<file path="src/hdl/asp_params.svh">
// Purpose: constants for the serial port with timer baud generation
// Assumes: single core clock domain
// Notes: macros name the timer wrap, prescaler compare points, frame bit counts and bit indices
`ifndef ASP_PARAMS_SVH
`define ASP_PARAMS_SVH
`define ASP_TIMER_WRAP 8'hFF
`define ASP_DIV4 6'h03
`define ASP_DIV8 6'h07
`define ASP_DIV12 6'h0B
`define ASP_DIV12_B 6'h17
`define ASP_DIV12_C 6'h23
`define ASP_DIV48 6'h2F
`define ASP_BITS_8 4'hA
`define ASP_BITS_9 4'hB
`define ASP_NINTH_IDX 4'h9
`define ASP_SAMPLE_PHASE 1'h1
`define ASP_ZERO8 8'h00
`define ASP_ZERO4 4'h0
`define ASP_ZERO6 6'h00
`define ASP_STOP_IDX 4'h8
`endif

</file>
<file path="src/hdl/asp_pkg.sv">
// Purpose: types shared by the serial port files
// Assumes: constants live in asp_params.svh
// Notes: clock source codes follow the selection order
package asp_pkg;
    typedef enum logic [2:0] {
        ASP_SRC_CORE,
        ASP_SRC_CORE_DIV4,
        ASP_SRC_CORE_DIV12,
        ASP_SRC_CORE_DIV48,
        ASP_SRC_EXT_OSC_DIV8,
        ASP_SRC_EXT_INPUT
    } asp_clk_src_type;
    typedef enum logic [1:0] {
        ASP_RX_IDLE,
        ASP_RX_SHIFT,
        ASP_RX_STOP
    } asp_rx_state_type;
endpackage : asp_pkg

</file>
<file path="src/hdl/asp_skid_buffer.sv">
// Purpose: two-entry buffer between receive shifter and holding register
// Assumes: one clock, synchronous active-low reset
// Notes: in_ready_o low only when both entries hold words
`timescale 1ns/1ps
module asp_skid_buffer #(
    parameter int WIDTH = 9
) (
    input wire logic core_clk_i,
    input wire logic reset_n_i,
    input wire logic in_valid_i,
    input wire logic [WIDTH-1:0] in_data_i,
    output logic in_ready_o,
    output logic out_valid_o,
    output logic [WIDTH-1:0] out_data_o,
    input wire logic out_ready_i
);
    if (WIDTH < 1) begin : g_bad_width
        $error("WIDTH must be positive");
    end
    typedef struct packed {
        logic [1:0][WIDTH-1:0] mem;
        logic [1:0] count;
    } asp_skid_state_type;
    asp_skid_state_type st;
    asp_skid_state_type next_st;
    logic push;
    logic pop;
    always_comb begin
        next_st = st;
        push = in_valid_i && (st.count != 2'h2);
        pop = out_ready_i && (st.count != 2'h0);
        if (pop) begin
            next_st.mem[0] = st.mem[1];
        end
        if (push) begin
            if (st.count == 2'h0 || (st.count == 2'h1 && pop)) begin
                next_st.mem[0] = in_data_i;
            end else begin
                next_st.mem[1] = in_data_i;
            end
        end
        next_st.count = st.count + {1'b0, push} - {1'b0, pop};
    end
    always_ff @(posedge core_clk_i) begin
        if (!reset_n_i) begin
            st <= '0;
        end else begin
            st <= next_st;
        end
    end
    assign in_ready_o = (st.count != 2'h2);
    assign out_valid_o = (st.count != 2'h0);
    assign out_data_o = st.mem[0];
endmodule : asp_skid_buffer

</file>
<file path="src/hdl/asp_serial_port.sv">
// Purpose: full-duplex async serial port with 8-bit auto-reload baud timer
// Assumes: core clock 10 MHz; pins and external clocks synchronised here
// Notes: no bus; control bits are plain ports, data buffer by strobes
`timescale 1ns/1ps
`include "asp_params.svh"

module asp_serial_port (
    input wire logic core_clk_i,
    input wire logic reset_n_i,
    input wire logic frame_length_select_i,
    input wire logic multiproc_filter_on_i,
    input wire logic receiver_on_i,
    input wire logic transmit_ninth_bit_i,
    input wire logic serial_interrupt_enable_i,
    input wire logic timer_run_i,
    input wire logic [2:0] timer_clock_select_i,
    input wire logic [7:0] baud_reload_byte_i,
    input wire logic ext_osc_clk_i,
    input wire logic timer_external_input_i,
    input wire logic data_write_i,
    input wire logic [7:0] data_write_value_i,
    input wire logic transmit_done_clear_i,
    input wire logic receive_done_clear_i,
    input wire logic rx_pin_i,
    output logic tx_pin_o,
    output logic [7:0] serial_data_buffer_o,
    output logic received_ninth_bit_o,
    output logic transmit_done_flag_o,
    output logic receive_done_flag_o,
    output logic interrupt_request_o,
    output logic transmit_busy_o
);
    typedef struct packed {
        logic [1:0] rx_sync;
        logic [1:0] osc_sync;
        logic [1:0] ext_sync;
        logic osc_last;
        logic ext_last;
        logic rx_last;
        logic [5:0] prescale;
        logic [2:0] osc_prescale;
        logic [7:0] tx_count;
        logic [7:0] rx_count;
        logic tx_half;
        logic rx_half;
        logic [10:0] tx_shift;
        logic [3:0] tx_left;
        logic tx_active;
        logic tx_pin;
        asp_pkg::asp_rx_state_type rx_state;
        logic [3:0] rx_index;
        logic [8:0] rx_shift;
        logic [7:0] data_buf;
        logic ninth;
        logic tx_done;
        logic rx_done;
        logic irq;
    } asp_state_type;
    asp_state_type st;
    asp_state_type next_st;
    logic tick;
    logic tx_ovf;
    logic rx_ovf;
    logic tx_bit;
    logic rx_bit;
    logic start_edge;
    logic rx_in;
    logic push_valid;
    logic push_ready;
    logic [8:0] push_data;
    logic pop_valid;
    logic pop_ready;
    logic [8:0] pop_data;
    logic accept;
    logic filter_ok;
    logic tx_done_set;
    logic [3:0] tx_frame_bits;
    logic [3:0] rx_last_index;
    // ------------------------------------------------------------
    // receive holding path
    // ------------------------------------------------------------
    // word waits here while flag is set, so shifter keeps running
    asp_skid_buffer #(
        .WIDTH(9)
    ) asp_skid_buffer_inst (
        .core_clk_i(core_clk_i),
        .reset_n_i(reset_n_i),
        .in_valid_i(push_valid),
        .in_data_i(push_data),
        .in_ready_o(push_ready),
        .out_valid_o(pop_valid),
        .out_data_o(pop_data),
        .out_ready_i(pop_ready)
    );
    // ------------------------------------------------------------
    // elaboration checks
    // ------------------------------------------------------------
    // bit counter and shifter hold at most eleven bits
    if (`ASP_BITS_9 > 4'hB || `ASP_BITS_8 >= `ASP_BITS_9) begin : g_bad_frame
        $error("frame bit counts do not fit the transmit shifter");
    end
    if (`ASP_NINTH_IDX != `ASP_STOP_IDX + 4'h1) begin : g_bad_index
        $error("ninth bit index must follow the last data index");
    end
    // ------------------------------------------------------------
    // next state
    // ------------------------------------------------------------
    always_comb begin
        next_st = st;
        // ------------------------------------------------------------
        // input synchronisers
        // ------------------------------------------------------------
        // only the second stage feeds logic
        next_st.rx_sync = {st.rx_sync[0], rx_pin_i};
        next_st.osc_sync = {st.osc_sync[0], ext_osc_clk_i};
        next_st.ext_sync = {st.ext_sync[0], timer_external_input_i};
        next_st.osc_last = st.osc_sync[1];
        next_st.ext_last = st.ext_sync[1];
        rx_in = st.rx_sync[1];
        next_st.rx_last = rx_in;
        // ------------------------------------------------------------
        // timer clock source
        // ------------------------------------------------------------
        // every source is reduced to single core-clock ticks
        if (st.prescale == `ASP_DIV48) begin
            next_st.prescale = `ASP_ZERO6;
        end else begin
            next_st.prescale = st.prescale + 6'h01;
        end
        if (st.osc_sync[1] && !st.osc_last) begin
            next_st.osc_prescale = st.osc_prescale + 3'h1;
        end
        tick = 1'b0;
        unique case (asp_pkg::asp_clk_src_type'(timer_clock_select_i))
            asp_pkg::ASP_SRC_CORE: tick = 1'b1;
            asp_pkg::ASP_SRC_CORE_DIV4: tick = (st.prescale[1:0] == 2'(`ASP_DIV4));
            asp_pkg::ASP_SRC_CORE_DIV12: begin
                tick = (st.prescale == `ASP_DIV12) || (st.prescale == `ASP_DIV12_B) ||
                    (st.prescale == `ASP_DIV12_C) || (st.prescale == `ASP_DIV48);
            end
            asp_pkg::ASP_SRC_CORE_DIV48: tick = (st.prescale == `ASP_DIV48);
            // oscillator slower than half core clock; it runs apart from core clock
            asp_pkg::ASP_SRC_EXT_OSC_DIV8: begin
                tick = st.osc_sync[1] && !st.osc_last && (st.osc_prescale == 3'(`ASP_DIV8));
            end
            asp_pkg::ASP_SRC_EXT_INPUT: tick = st.ext_sync[1] && !st.ext_last;
            default: tick = 1'b0;
        endcase
        tick = tick && timer_run_i;
        // ------------------------------------------------------------
        // baud counters
        // ------------------------------------------------------------
        tx_ovf = tick && (st.tx_count == `ASP_TIMER_WRAP);
        rx_ovf = tick && (st.rx_count == `ASP_TIMER_WRAP);
        if (tick) begin
            next_st.tx_count = tx_ovf ? baud_reload_byte_i : st.tx_count + 8'h01;
            next_st.rx_count = rx_ovf ? baud_reload_byte_i : st.rx_count + 8'h01;
        end
        if (tx_ovf) begin
            next_st.tx_half = !st.tx_half;
        end
        if (rx_ovf) begin
            next_st.rx_half = !st.rx_half;
        end
        tx_bit = tx_ovf && st.tx_half;
        rx_bit = rx_ovf && (st.rx_half == `ASP_SAMPLE_PHASE);
        start_edge = (st.rx_state == asp_pkg::ASP_RX_IDLE) && receiver_on_i && st.rx_last && !rx_in;
        // first overflow after the forced reload falls mid start bit
        if (start_edge) begin
            next_st.rx_count = baud_reload_byte_i;
            next_st.rx_half = `ASP_SAMPLE_PHASE;
        end
        // ------------------------------------------------------------
        // transmitter
        // ------------------------------------------------------------
        if (frame_length_select_i) begin
            tx_frame_bits = `ASP_BITS_9;
        end else begin
            tx_frame_bits = `ASP_BITS_8;
        end
        // stop bit takes the last tick; busy falls only once it has stood
        tx_done_set = st.tx_active && tx_bit && (st.tx_left == 4'h1);
        if (data_write_i && !st.tx_active) begin
            next_st.tx_shift = {1'b1, transmit_ninth_bit_i, data_write_value_i, 1'b0};
            if (!frame_length_select_i) begin
                next_st.tx_shift = {2'b11, data_write_value_i, 1'b0};
            end
            next_st.tx_left = tx_frame_bits;
            next_st.tx_active = 1'b1;
        end else if (st.tx_active && tx_bit) begin
            if (st.tx_left == `ASP_ZERO4) begin
                next_st.tx_active = 1'b0;
            end else begin
                next_st.tx_pin = st.tx_shift[0];
                next_st.tx_shift = {1'b1, st.tx_shift[10:1]};
                next_st.tx_left = st.tx_left - 4'h1;
            end
        end
        // set wins over a clear in the same cycle
        if (tx_done_set) begin
            next_st.tx_done = 1'b1;
        end else if (transmit_done_clear_i) begin
            next_st.tx_done = 1'b0;
        end
        if (!st.tx_active) begin
            next_st.tx_pin = 1'b1;
        end
        // ------------------------------------------------------------
        // receiver
        // ------------------------------------------------------------
        push_valid = 1'b0;
        push_data = st.rx_shift;
        filter_ok = 1'b1;
        if (frame_length_select_i) begin
            rx_last_index = `ASP_NINTH_IDX;
        end else begin
            rx_last_index = `ASP_STOP_IDX;
        end
        unique case (st.rx_state)
            asp_pkg::ASP_RX_IDLE: begin
                if (start_edge) begin
                    next_st.rx_state = asp_pkg::ASP_RX_SHIFT;
                    next_st.rx_index = `ASP_ZERO4;
                end
            end
            asp_pkg::ASP_RX_SHIFT: begin
                if (rx_bit) begin
                    if (st.rx_index == `ASP_ZERO4 && rx_in) begin
                        next_st.rx_state = asp_pkg::ASP_RX_IDLE;
                    end else if (st.rx_index != `ASP_ZERO4) begin
                        next_st.rx_shift = {rx_in, st.rx_shift[8:1]};
                    end
                    next_st.rx_index = st.rx_index + 4'h1;
                    if (st.rx_index == rx_last_index) begin
                        next_st.rx_state = asp_pkg::ASP_RX_STOP;
                    end
                end
            end
            asp_pkg::ASP_RX_STOP: begin
                if (rx_bit) begin
                    // 9-bit: ninth stays, stop ignored; 8-bit: stop becomes ninth
                    push_data = frame_length_select_i ? st.rx_shift : {rx_in, st.rx_shift[8:1]};
                    filter_ok = !multiproc_filter_on_i || push_data[8];
                    push_valid = filter_ok;
                    next_st.rx_state = asp_pkg::ASP_RX_IDLE;
                end
            end
            default: next_st.rx_state = asp_pkg::ASP_RX_IDLE;
        endcase
        // ------------------------------------------------------------
        // holding register and flags
        // ------------------------------------------------------------
        // holding register loads only while receive flag is clear
        accept = pop_valid && !st.rx_done;
        pop_ready = accept;
        if (accept) begin
            next_st.data_buf = pop_data[7:0];
            next_st.ninth = pop_data[8];
        end
        next_st.rx_done = accept || (st.rx_done && !receive_done_clear_i);
        next_st.irq = serial_interrupt_enable_i && (next_st.tx_done || next_st.rx_done);
    end
    // ------------------------------------------------------------
    // state register
    // ------------------------------------------------------------
    always_ff @(posedge core_clk_i) begin
        if (!reset_n_i) begin
            st <= '0;
            st.rx_sync <= 2'h3;
            st.rx_last <= 1'b1;
            st.tx_pin <= 1'b1;
            st.rx_state <= asp_pkg::ASP_RX_IDLE;
        end else begin
            st <= next_st;
        end
    end
    // ------------------------------------------------------------
    // outputs
    // ------------------------------------------------------------
    assign tx_pin_o = st.tx_pin;
    assign serial_data_buffer_o = st.data_buf;
    assign received_ninth_bit_o = st.ninth;
    assign transmit_done_flag_o = st.tx_done;
    assign receive_done_flag_o = st.rx_done;
    assign interrupt_request_o = st.irq;
    assign transmit_busy_o = st.tx_active;
    // push_ready low drops a third word: overrun keeps earlier bytes
    logic unused_ready;
    assign unused_ready = push_ready;
endmodule : asp_serial_port

</file>
<file path="config.mk">
export PLATFORM = sky130hd
export DESIGN_NAME = asp_serial_port
export DESIGN_NICKNAME = d
export VERILOG_FILES = /design/src/hdl/asp_pkg.sv /design/src/hdl/asp_skid_buffer.sv /design/src/hdl/asp_serial_port.sv
export VERILOG_INCLUDE_DIRS = /design/src /design/src/hdl
export SDC_FILE = /design/constraint.sdc
export NUM_CORES = 1
export LEC_CHECK = 0
export BUFFER_PORTS_ARGS = -buffer_cell sky130_fd_sc_hd__buf_2
export CAP_MARGIN = 25
export CORE_MARGIN = 5
export CORE_UTILIZATION = 59
export CTS_CLUSTER_DIAMETER = 200
export DETAILED_ROUTE_END_ITERATION = 16
export GPL_TIMING_DRIVEN = 0
export PLACE_DENSITY = 0.79
export SYNTH_ARGS = -nofsm -noshare
export SYNTH_HDL_FRONTEND = slang
export SYNTH_HIERARCHICAL = 1
export SYNTH_SLANG_ARGS = --single-unit
</file>
<file path="constraint.sdc">
create_clock -name core_clk_i -period 4.6 [get_ports core_clk_i]
set_input_delay 0.46 -clock core_clk_i [delete_from_list [all_inputs] [get_ports core_clk_i]]
set_output_delay 0.46 -clock core_clk_i [all_outputs]
set_load 0.03 [all_outputs]
</file>
==> results.json, run 1 <==
{
  "antenna_found_initial": 0,
  "synth_edf_count": 0,
  "crit_slowest_cell": "dfxtp_1",
  "min_path_type": "in2reg",
  "synthToLayoutAreaGrowth_pct": 11.5,
  "synth_commonest_cells": "100 x dfxtp_1, 76 x nand2_1, 43 x a21oi_1",
  "fin_skew_ns": 0.0133,
  "dpl.hpwl_um": 8790,
  "ir_drop_uv": 200,
  "synth_cells": 570,
  "finalInstanceArea_sq_um": 5550,
  "cp_max_fo": 10,
  "wl_per_cell_um": 15.9,
  "dp_slack_ns": 1.24,
  "drive_gt1_share_pct": 19.3,
  "io_pins": 47,
  "holdWs_ns": 0.257,
  "wl_um": 11700,
  "grt_pass1_vias": 4202,
  "post-route-period-util_pct": 74.3,
  "seq_area_frac_synth_pct": 40.2,
  "die_h_um": 102,
  "synth_top_area_share_pct": 40.2,
  "fin_crit_ns": 3.42,
  "vias_per_cell": 5.86,
  "setup_ws_ns": 1.18,
  "setup_violations": 0,
  "core_sq_um": 8220,
  "critical_path_class": "reg2reg",
  "fmax_ghz": 0.293,
  "endpoint_kind": "register",
  "drtIter0Drc": 247,
  "cp_cell_sequence": "ha_1 -> ha_1 -> nand3b_1 -> a22oi_1 -> a32oi_1 -> and2_1 -> buf_6 -> buf_2 -> a2111oi_1 -> clkdlybuf4s18_2 -> nand2b_1 -> buf_4 -> or2_1 -> buf_6 -> a31oi_2",
  "synth_ff_type": "dfxtp_1",
  "worstMarginPinSlew_ns": 0.912,
  "setup_tns_ns": 0,
  "grt_overflow": 0,
  "clock_path_buffers": 2,
  "synthTopCellsByArea": "dfxtp_1 40%, nand2_1 5.7%, mux2i_1 4.8%, a21oi_1 4.3%, o21ai_0 3.4%",
  "status": "complete, no violations",
  "nets": 672,
  "path_delay_family": "compound AO/OA/AOI/OAI gates",
  "nFillCells": 665,
  "cts_root_buf": "clkbuf_8",
  "yosysWarnings": 6,
  "die_area_sq_um": 10400,
  "ys_async_sr_fraction_pct": 0,
  "routabilityCongestion": 0.860,
  "die_w_um": 102,
  "rsz0062_at_grt": "false",
  "postSynthAreaPerCell_sq_um": 8.74,
  "final_util_pct": 67.6,
  "relSlewSlack_pct": 38.7,
  "cts_hold_buf": 0,
  "grt_usage_pct": 23.4,
  "p_per_area_nw_per_um2": 283,
  "clk_latency_ns": 0.38,
  "h-tree-depth": 3,
  "ys_ff_latch": 100,
  "p_leak_nw": 2.09,
  "cap_violations": 0,
  "placementRows": 33,
  "clock_sinks": 100,
  "grt_pass1_wl_um": 19400,
  "final_cells": 738,
  "portBuffers": 46,
  "cts_made_buffers": 9,
  "hold_viol": 0,
  "grt_max_degree": 18,
  "cp.arrival_ns": 3.72,
  "required_ns": 4.90,
  "clkTransAtPathRegs_ns": 0.10,
  "finalMaxSlewViolations": 0,
  "syn_nets": 614,
  "diodes": 0,
  "drc_errors": 0,
  "cts_tree": "built",
  "postCtsSetupBuffers": 0,
  "ctsResizeCount": 0,
  "via_count": 4323,
  "synth_area_leader_cell": "dfxtp_1",
  "fin_total_pwr_mw": 1.57,
  "first_pass_iters": 5,
  "critPathBufInv": 5,
  "start_util_pct": 60.6,
  "startpoint_type": "register",
  "critPathMaxStageDelay_ns": 0.36,
  "synth_most_common_cell": "dfxtp_1",
  "ant_nets": 0,
  "synth_area_sq_um": 4980,
  "synth.distinct_cells": 59,
  "dp.cells": 722,
  "post_dp_cell_area_sq_um": 5360
}
power breakdown:
part | internal (mW) | total (mW) | leakage [nW] | switching (mW)
clock | 0.253 | 0.565 | 0.0918 | 0.312
sequential | 0.883 | 0.897 | 0.812 | 0.0131
combinational | 0.0427 | 0.109 | 1.18 | 0.0659
total | 1.18 | 1.57 | 2.09 | 0.391
worst paths after layout:
check | slack (ns) | cells past startpoint | start | endpoint
worst max register to register | 1.18 | 15 | st[62] | asp_skid_buffer_inst/out_data_o[5]
worst max-delay path | 1.18 | 15 | st[62] | asp_skid_buffer_inst/out_data_o[5]
worst min register to register | 0.43 | 1 | next_st[79] | next_st[71]
worst min-delay path | 0.26 | 2 | rx_pin_i | next_st[79]
flip-flops by register name, indices dropped and copies added (netlist names):
register                         cells
serial_data_buffer_o                 8
next_st                              6
asp_skid_buffer_inst/st             11
interrupt_request_o                  1
st                                  60
receive_done_flag_o                  1
asp_skid_buffer_inst/out_data_o      9
tx_pin_o                             1
received_ninth_bit_o                 1
transmit_done_flag_o                 1
transmit_busy_o                      1
layout by cell type (no fill, tap or decap), types with 3 or more instances in the layout:
| cell type | Yosys | final |
|---|---|---|
| xor2_1 | 3 | 3 |
| nand2_1 | 76 | 76 |
| nand4_1 | 4 | 4 |
| clkinvlp_4 | 0 | 3 |
| a21oi_1 | 43 | 43 |
| buf_2 | 7 | 53 |
| nor2_1 | 18 | 18 |
| a311oi_1 | 5 | 5 |
| nand2b_1 | 12 | 12 |
| o211ai_1 | 3 | 3 |
| a211oi_1 | 5 | 5 |
| nand3_1 | 27 | 27 |
| nor2b_1 | 14 | 14 |
| and2_1 | 14 | 14 |
| nand3b_1 | 3 | 3 |
| o21ai_0 | 34 | 34 |
| clkbuf_1 | 16 | 16 |
| ha_1 | 11 | 11 |
| buf_4 | 20 | 20 |
| nor3_1 | 9 | 9 |
| o21a_1 | 4 | 4 |
| a31oi_1 | 4 | 4 |
| a41oi_1 | 3 | 3 |
| clkbuf_8 | 0 | 9 |
| buf_6 | 4 | 4 |
| inv_1 | 11 | 11 |
| mux2_2 | 9 | 9 |
| a31oi_2 | 9 | 9 |
| a32oi_1 | 4 | 4 |
| or3_1 | 6 | 6 |
| dfxtp_1 | 100 | 100 |
| and3_1 | 3 | 3 |
| o31ai_1 | 11 | 11 |
| mux2i_1 | 24 | 24 |
| a21boi_0 | 14 | 14 |
| xnor2_1 | 8 | 8 |
area by class of cell:
cell class	count	area (sq um)	area share, %
multi-input combinational	409	2640	47.5
tap	105	131	2.37
sequential	100	2000	36.0
buffer	49	298	5.36
timing repair buffer	47	240	4.33
clock buffer	9	124	2.23
inverter	12	45.0	0.811
clock inverter	7	75.1	1.35
metal layers:
layer | up-vias | share of wire, % | track usage (%)
li1 | 2142 | - | -
met1 | 2017 | 43 | 28.8
met2 | 131 | 48 | 39.3
met3 | 33 | 5.8 | 4.91
met4 | 0 | 3.1 | 11.1
met5 | - | 0 | 0
worst register-to-register path, cell delays in order (launching register included):
cell	delay, ns
dfxtp_1	0.36
ha_1	0.15
ha_1	0.13
nand3b_1	0.07
a22oi_1	0.26
a32oi_1	0.35
and2_1	0.27
buf_6	0.15
buf_2	0.20
a2111oi_1	0.33
clkdlybuf4s18_2	0.33
nand2b_1	0.07
buf_4	0.16
or2_1	0.25
buf_6	0.15
a31oi_2	0.12
cells by family (layout without fill, tap and decap cells):
kind of cell / after synthesis / after routing / synth area share (%)
buffers and inverters: 61 / 124 / 6.88
multiplexers: 33 / 33 / 6.86
XOR/XNOR: 11 / 11 / 1.93
adder cells (fa/ha/maj): 11 / 11 / 2.76
AO/OA/AOI/OAI: 157 / 157 / 21.4
AND/OR/NAND/NOR: 197 / 197 / 20.0
flip-flops: 100 / 100 / 40.2
(Power assumes the default switching activity.)
==> run 2, diff against run 1 <==
--- a/config.mk
+++ b/config.mk
@@ -6,14 +6,15 @@
 export SDC_FILE = /design/constraint.sdc
 export NUM_CORES = 1
 export LEC_CHECK = 0
+export ABC_AREA = 1
 export BUFFER_PORTS_ARGS = -buffer_cell sky130_fd_sc_hd__buf_2
 export CAP_MARGIN = 25
 export CORE_MARGIN = 5
-export CORE_UTILIZATION = 59
+export CORE_UTILIZATION = 54
 export CTS_CLUSTER_DIAMETER = 200
 export DETAILED_ROUTE_END_ITERATION = 16
 export GPL_TIMING_DRIVEN = 0
-export PLACE_DENSITY = 0.79
+export PLACE_DENSITY = 0.76
 export SYNTH_ARGS = -nofsm -noshare
 export SYNTH_HDL_FRONTEND = slang
 export SYNTH_HIERARCHICAL = 1
==> constraint.sdc (replaced) <==
create_clock -name core_clk_i -period 3.1 [get_ports core_clk_i]
set_input_delay 0.31 -clock core_clk_i [delete_from_list [all_inputs] [get_ports core_clk_i]]
set_output_delay 0.31 -clock core_clk_i [all_outputs]
set_load 0.03 [all_outputs]
==> results.json, run 2 <==
{
  "hold_viol": 0,
  "grt_max_degree": 19,
  "clock_path_buffers": 2,
  "clkPwrFrac_pct": 36.2,
  "seq_area_frac_synth_pct": 38.0,
  "grt_pass1_wl_um": 19800,
  "cts_made_buffers": 9,
  "layout_commonest_cell": "nand2_1",
  "clk_latency_ns": 0.37,
  "portBuffers": 45,
  "cts_hold_buf": 0,
  "fin_crit_ns": 2.85,
  "critPathMaxStageDelay_ns": 0.36,
  "p_int_mw": 1.78,
  "synthToLayoutAreaGrowth_pct": 11.7,
  "p_leak_nw": 2.76,
  "worst_path_most_repeated_cell": "nand2_1",
  "largest_reg_flops": 60,
  "setup_ws_ns": 0.254,
  "regMostFlops": "st",
  "placementRows": 36,
  "fin_total_pwr_mw": 2.41,
  "final_util_pct": 61.1,
  "setup_tns_ns": 0,
  "finalInstanceArea_sq_um": 5890,
  "synth_cells": 745,
  "cp.arrival_ns": 3.13,
  "ir_drop_uv": 264,
  "ys_async_sr_fraction_pct": 0,
  "synth_most_common_cell": "nand2_1",
  "final_cell_mix": "158 x nand2_1, 113 x nor2_1, 100 x dfxtp_1, 76 x nand3_1, 73 x inv_1",
  "required_ns": 3.38,
  "h-tree-depth": 3,
  "synth_edf_count": 0,
  "synth_top_area_share_pct": 38.0,
  "dp.cells": 923,
  "syn_nets": 789,
  "clkTransAtPathRegs_ns": 0.11,
  "grt_overflow": 0,
  "power_frac_comb_pct": 8.3,
  "critical_path_class": "reg2reg",
  "cp_max_fo": 10,
  "critPathBufInv": 4,
  "drtIter0Drc": 276,
  "antenna_found_initial": 0,
  "grt_usage_pct": 20.5,
  "setup_violations": 0,
  "p_per_area_nw_per_um2": 409,
  "holdWs_ns": 0.129,
  "nets": 846,
  "clock_sinks": 100,
  "wl_met2_um": 5520,
  "synth.distinct_cells": 42,
  "cp_cell_sequence": "ha_1 -> buf_2 -> nand3_1 -> nor3_1 -> nor2_1 -> nand2_2 -> nand2_4 -> clkinv_2 -> nand3_4 -> nor2_4 -> o21a_1 -> buf_6 -> nand2_4 -> inv_4 -> nand2_1 -> nand2_1 -> ha_1 -> xnor2_2 -> nand2_1 -> nand2_1 -> nor2_1",
  "synth_commonest_cells": "158 x nand2_1, 113 x nor2_1, 100 x dfxtp_1",
  "path_delay_family": "simple AND/OR/NAND/NOR gates",
  "cts_tree": "built",
  "via_count": 4705,
  "wl_met1_um": 5390,
  "die_area_sq_um": 11800,
  "post-route-period-util_pct": 91.8,
  "drc_errors": 0,
  "wl_um": 11500,
  "vias_per_cell": 5.01,
  "io_pins": 47,
  "dpl.hpwl_um": 8620,
  "synth_ff_type": "dfxtp_1",
  "core_sq_um": 9640,
  "start_util_pct": 54.7,
  "cts_root_buf": "clkbuf_8",
  "min_path_type": "in2reg",
  "synth_area_leader_cell": "dfxtp_1",
  "fin_skew_ns": 0.0153,
  "fmax_ghz": 0.351,
  "endpoint_kind": "register",
  "status": "complete, no violations",
  "yosysWarnings": 6,
  "die_w_um": 109,
  "ant_nets": 0,
  "post_dp_cell_area_sq_um": 5660,
  "crit_slowest_cell": "dfxtp_1",
  "dp_slack_ns": 0.208,
  "synthTopCellsByArea": "dfxtp_1 38%, nand2_1 11%, nor2_1 8.0%, nand3_1 7.2%, inv_1 5.2%",
  "cap_violations": 0,
  "postSynthAreaPerCell_sq_um": 7.08,
  "ys_ff_latch": 100,
  "relSlewSlack_pct": 59.7,
  "final_cells": 940,
  "synth_area_sq_um": 5270,
  "drive_gt1_share_pct": 16.6,
  "worstMarginPinSlew_ns": 0.605,
  "dr_wl_met3_um": 466,
  "startpoint_type": "register",
  "switching_share_pct": 26.3,
  "diodes": 0,
  "maxUsedRoutingLayer": "met4",
  "switching_power_mw": 0.633,
  "finalMaxSlewViolations": 0,
  "first_pass_iters": 5,
  "p_seq_share_pct": 55.5,
  "grt_pass1_vias": 4424,
  "rsz0062_at_grt": "false",
  "routabilityCongestion": 0.884,
  "wl_per_cell_um": 12.3,
  "die_h_um": 109
}
[run 2: worst min-delay path, stage by stage]
cell	delay (ns)
buf_2	0.07
nand2_1	0.04
inv_1	0.04
[run 2: power by group through the flow]
stage / Clock, mW / Combinational [mW] / Sequential, mW
after floorplan: 0 / 0.137 / 1.36
after global placement: 0 / 0.193 / 1.36
after detailed placement: 0 / 0.199 / 1.37
after CTS: 0.887 / 0.201 / 1.34
after global routing: 0.950 / 0.228 / 1.34
final: 0.872 / 0.200 / 1.34
[run 2: final timing paths]
check                      from                    endpoint  slack [ns]  depth (start not counted)
setup / recovery         st[65]  asp_skid_buffer_inst/st[1]        0.25                         21
hold / removal    ext_osc_clk_i                 next_st[77]        0.13                          3
setup reg to reg         st[65]  asp_skid_buffer_inst/st[1]        0.25                         21
hold reg to reg     next_st[75]                 next_st[72]        0.42                          2
[run 2: layout make-up]
type,instances,area [sq um]
buffer,44,294
clock inverter,7,82.6
timing repair buffer,46,233
clock buffer,9,124
tap,133,166
inverter,81,308
fill,906,3750
multi-input combinational,520,2680
sequential,100,2000
[run 2: logic make-up after synthesis]
group	count (synthesis)	share of synthesized area, %
flops	100	38.0
simple gates	389	33.9
fa+ha+maj	11	2.61
compound gates	102	11.1
buf+inv	125	11.4
xor+xnor	18	2.99
[run 2: per-layer routing]
metal,track usage [%],up-vias
met4,5.77,0
met2,36.3,89
li1,-,2478
met1,25.6,2125
met3,3.67,13
met5,0,-
[run 2: repair_timing]
item,CTS,global route
gates resized for setup,0,2
setup endpoints to repair,0,1
buffers inserted,0,1
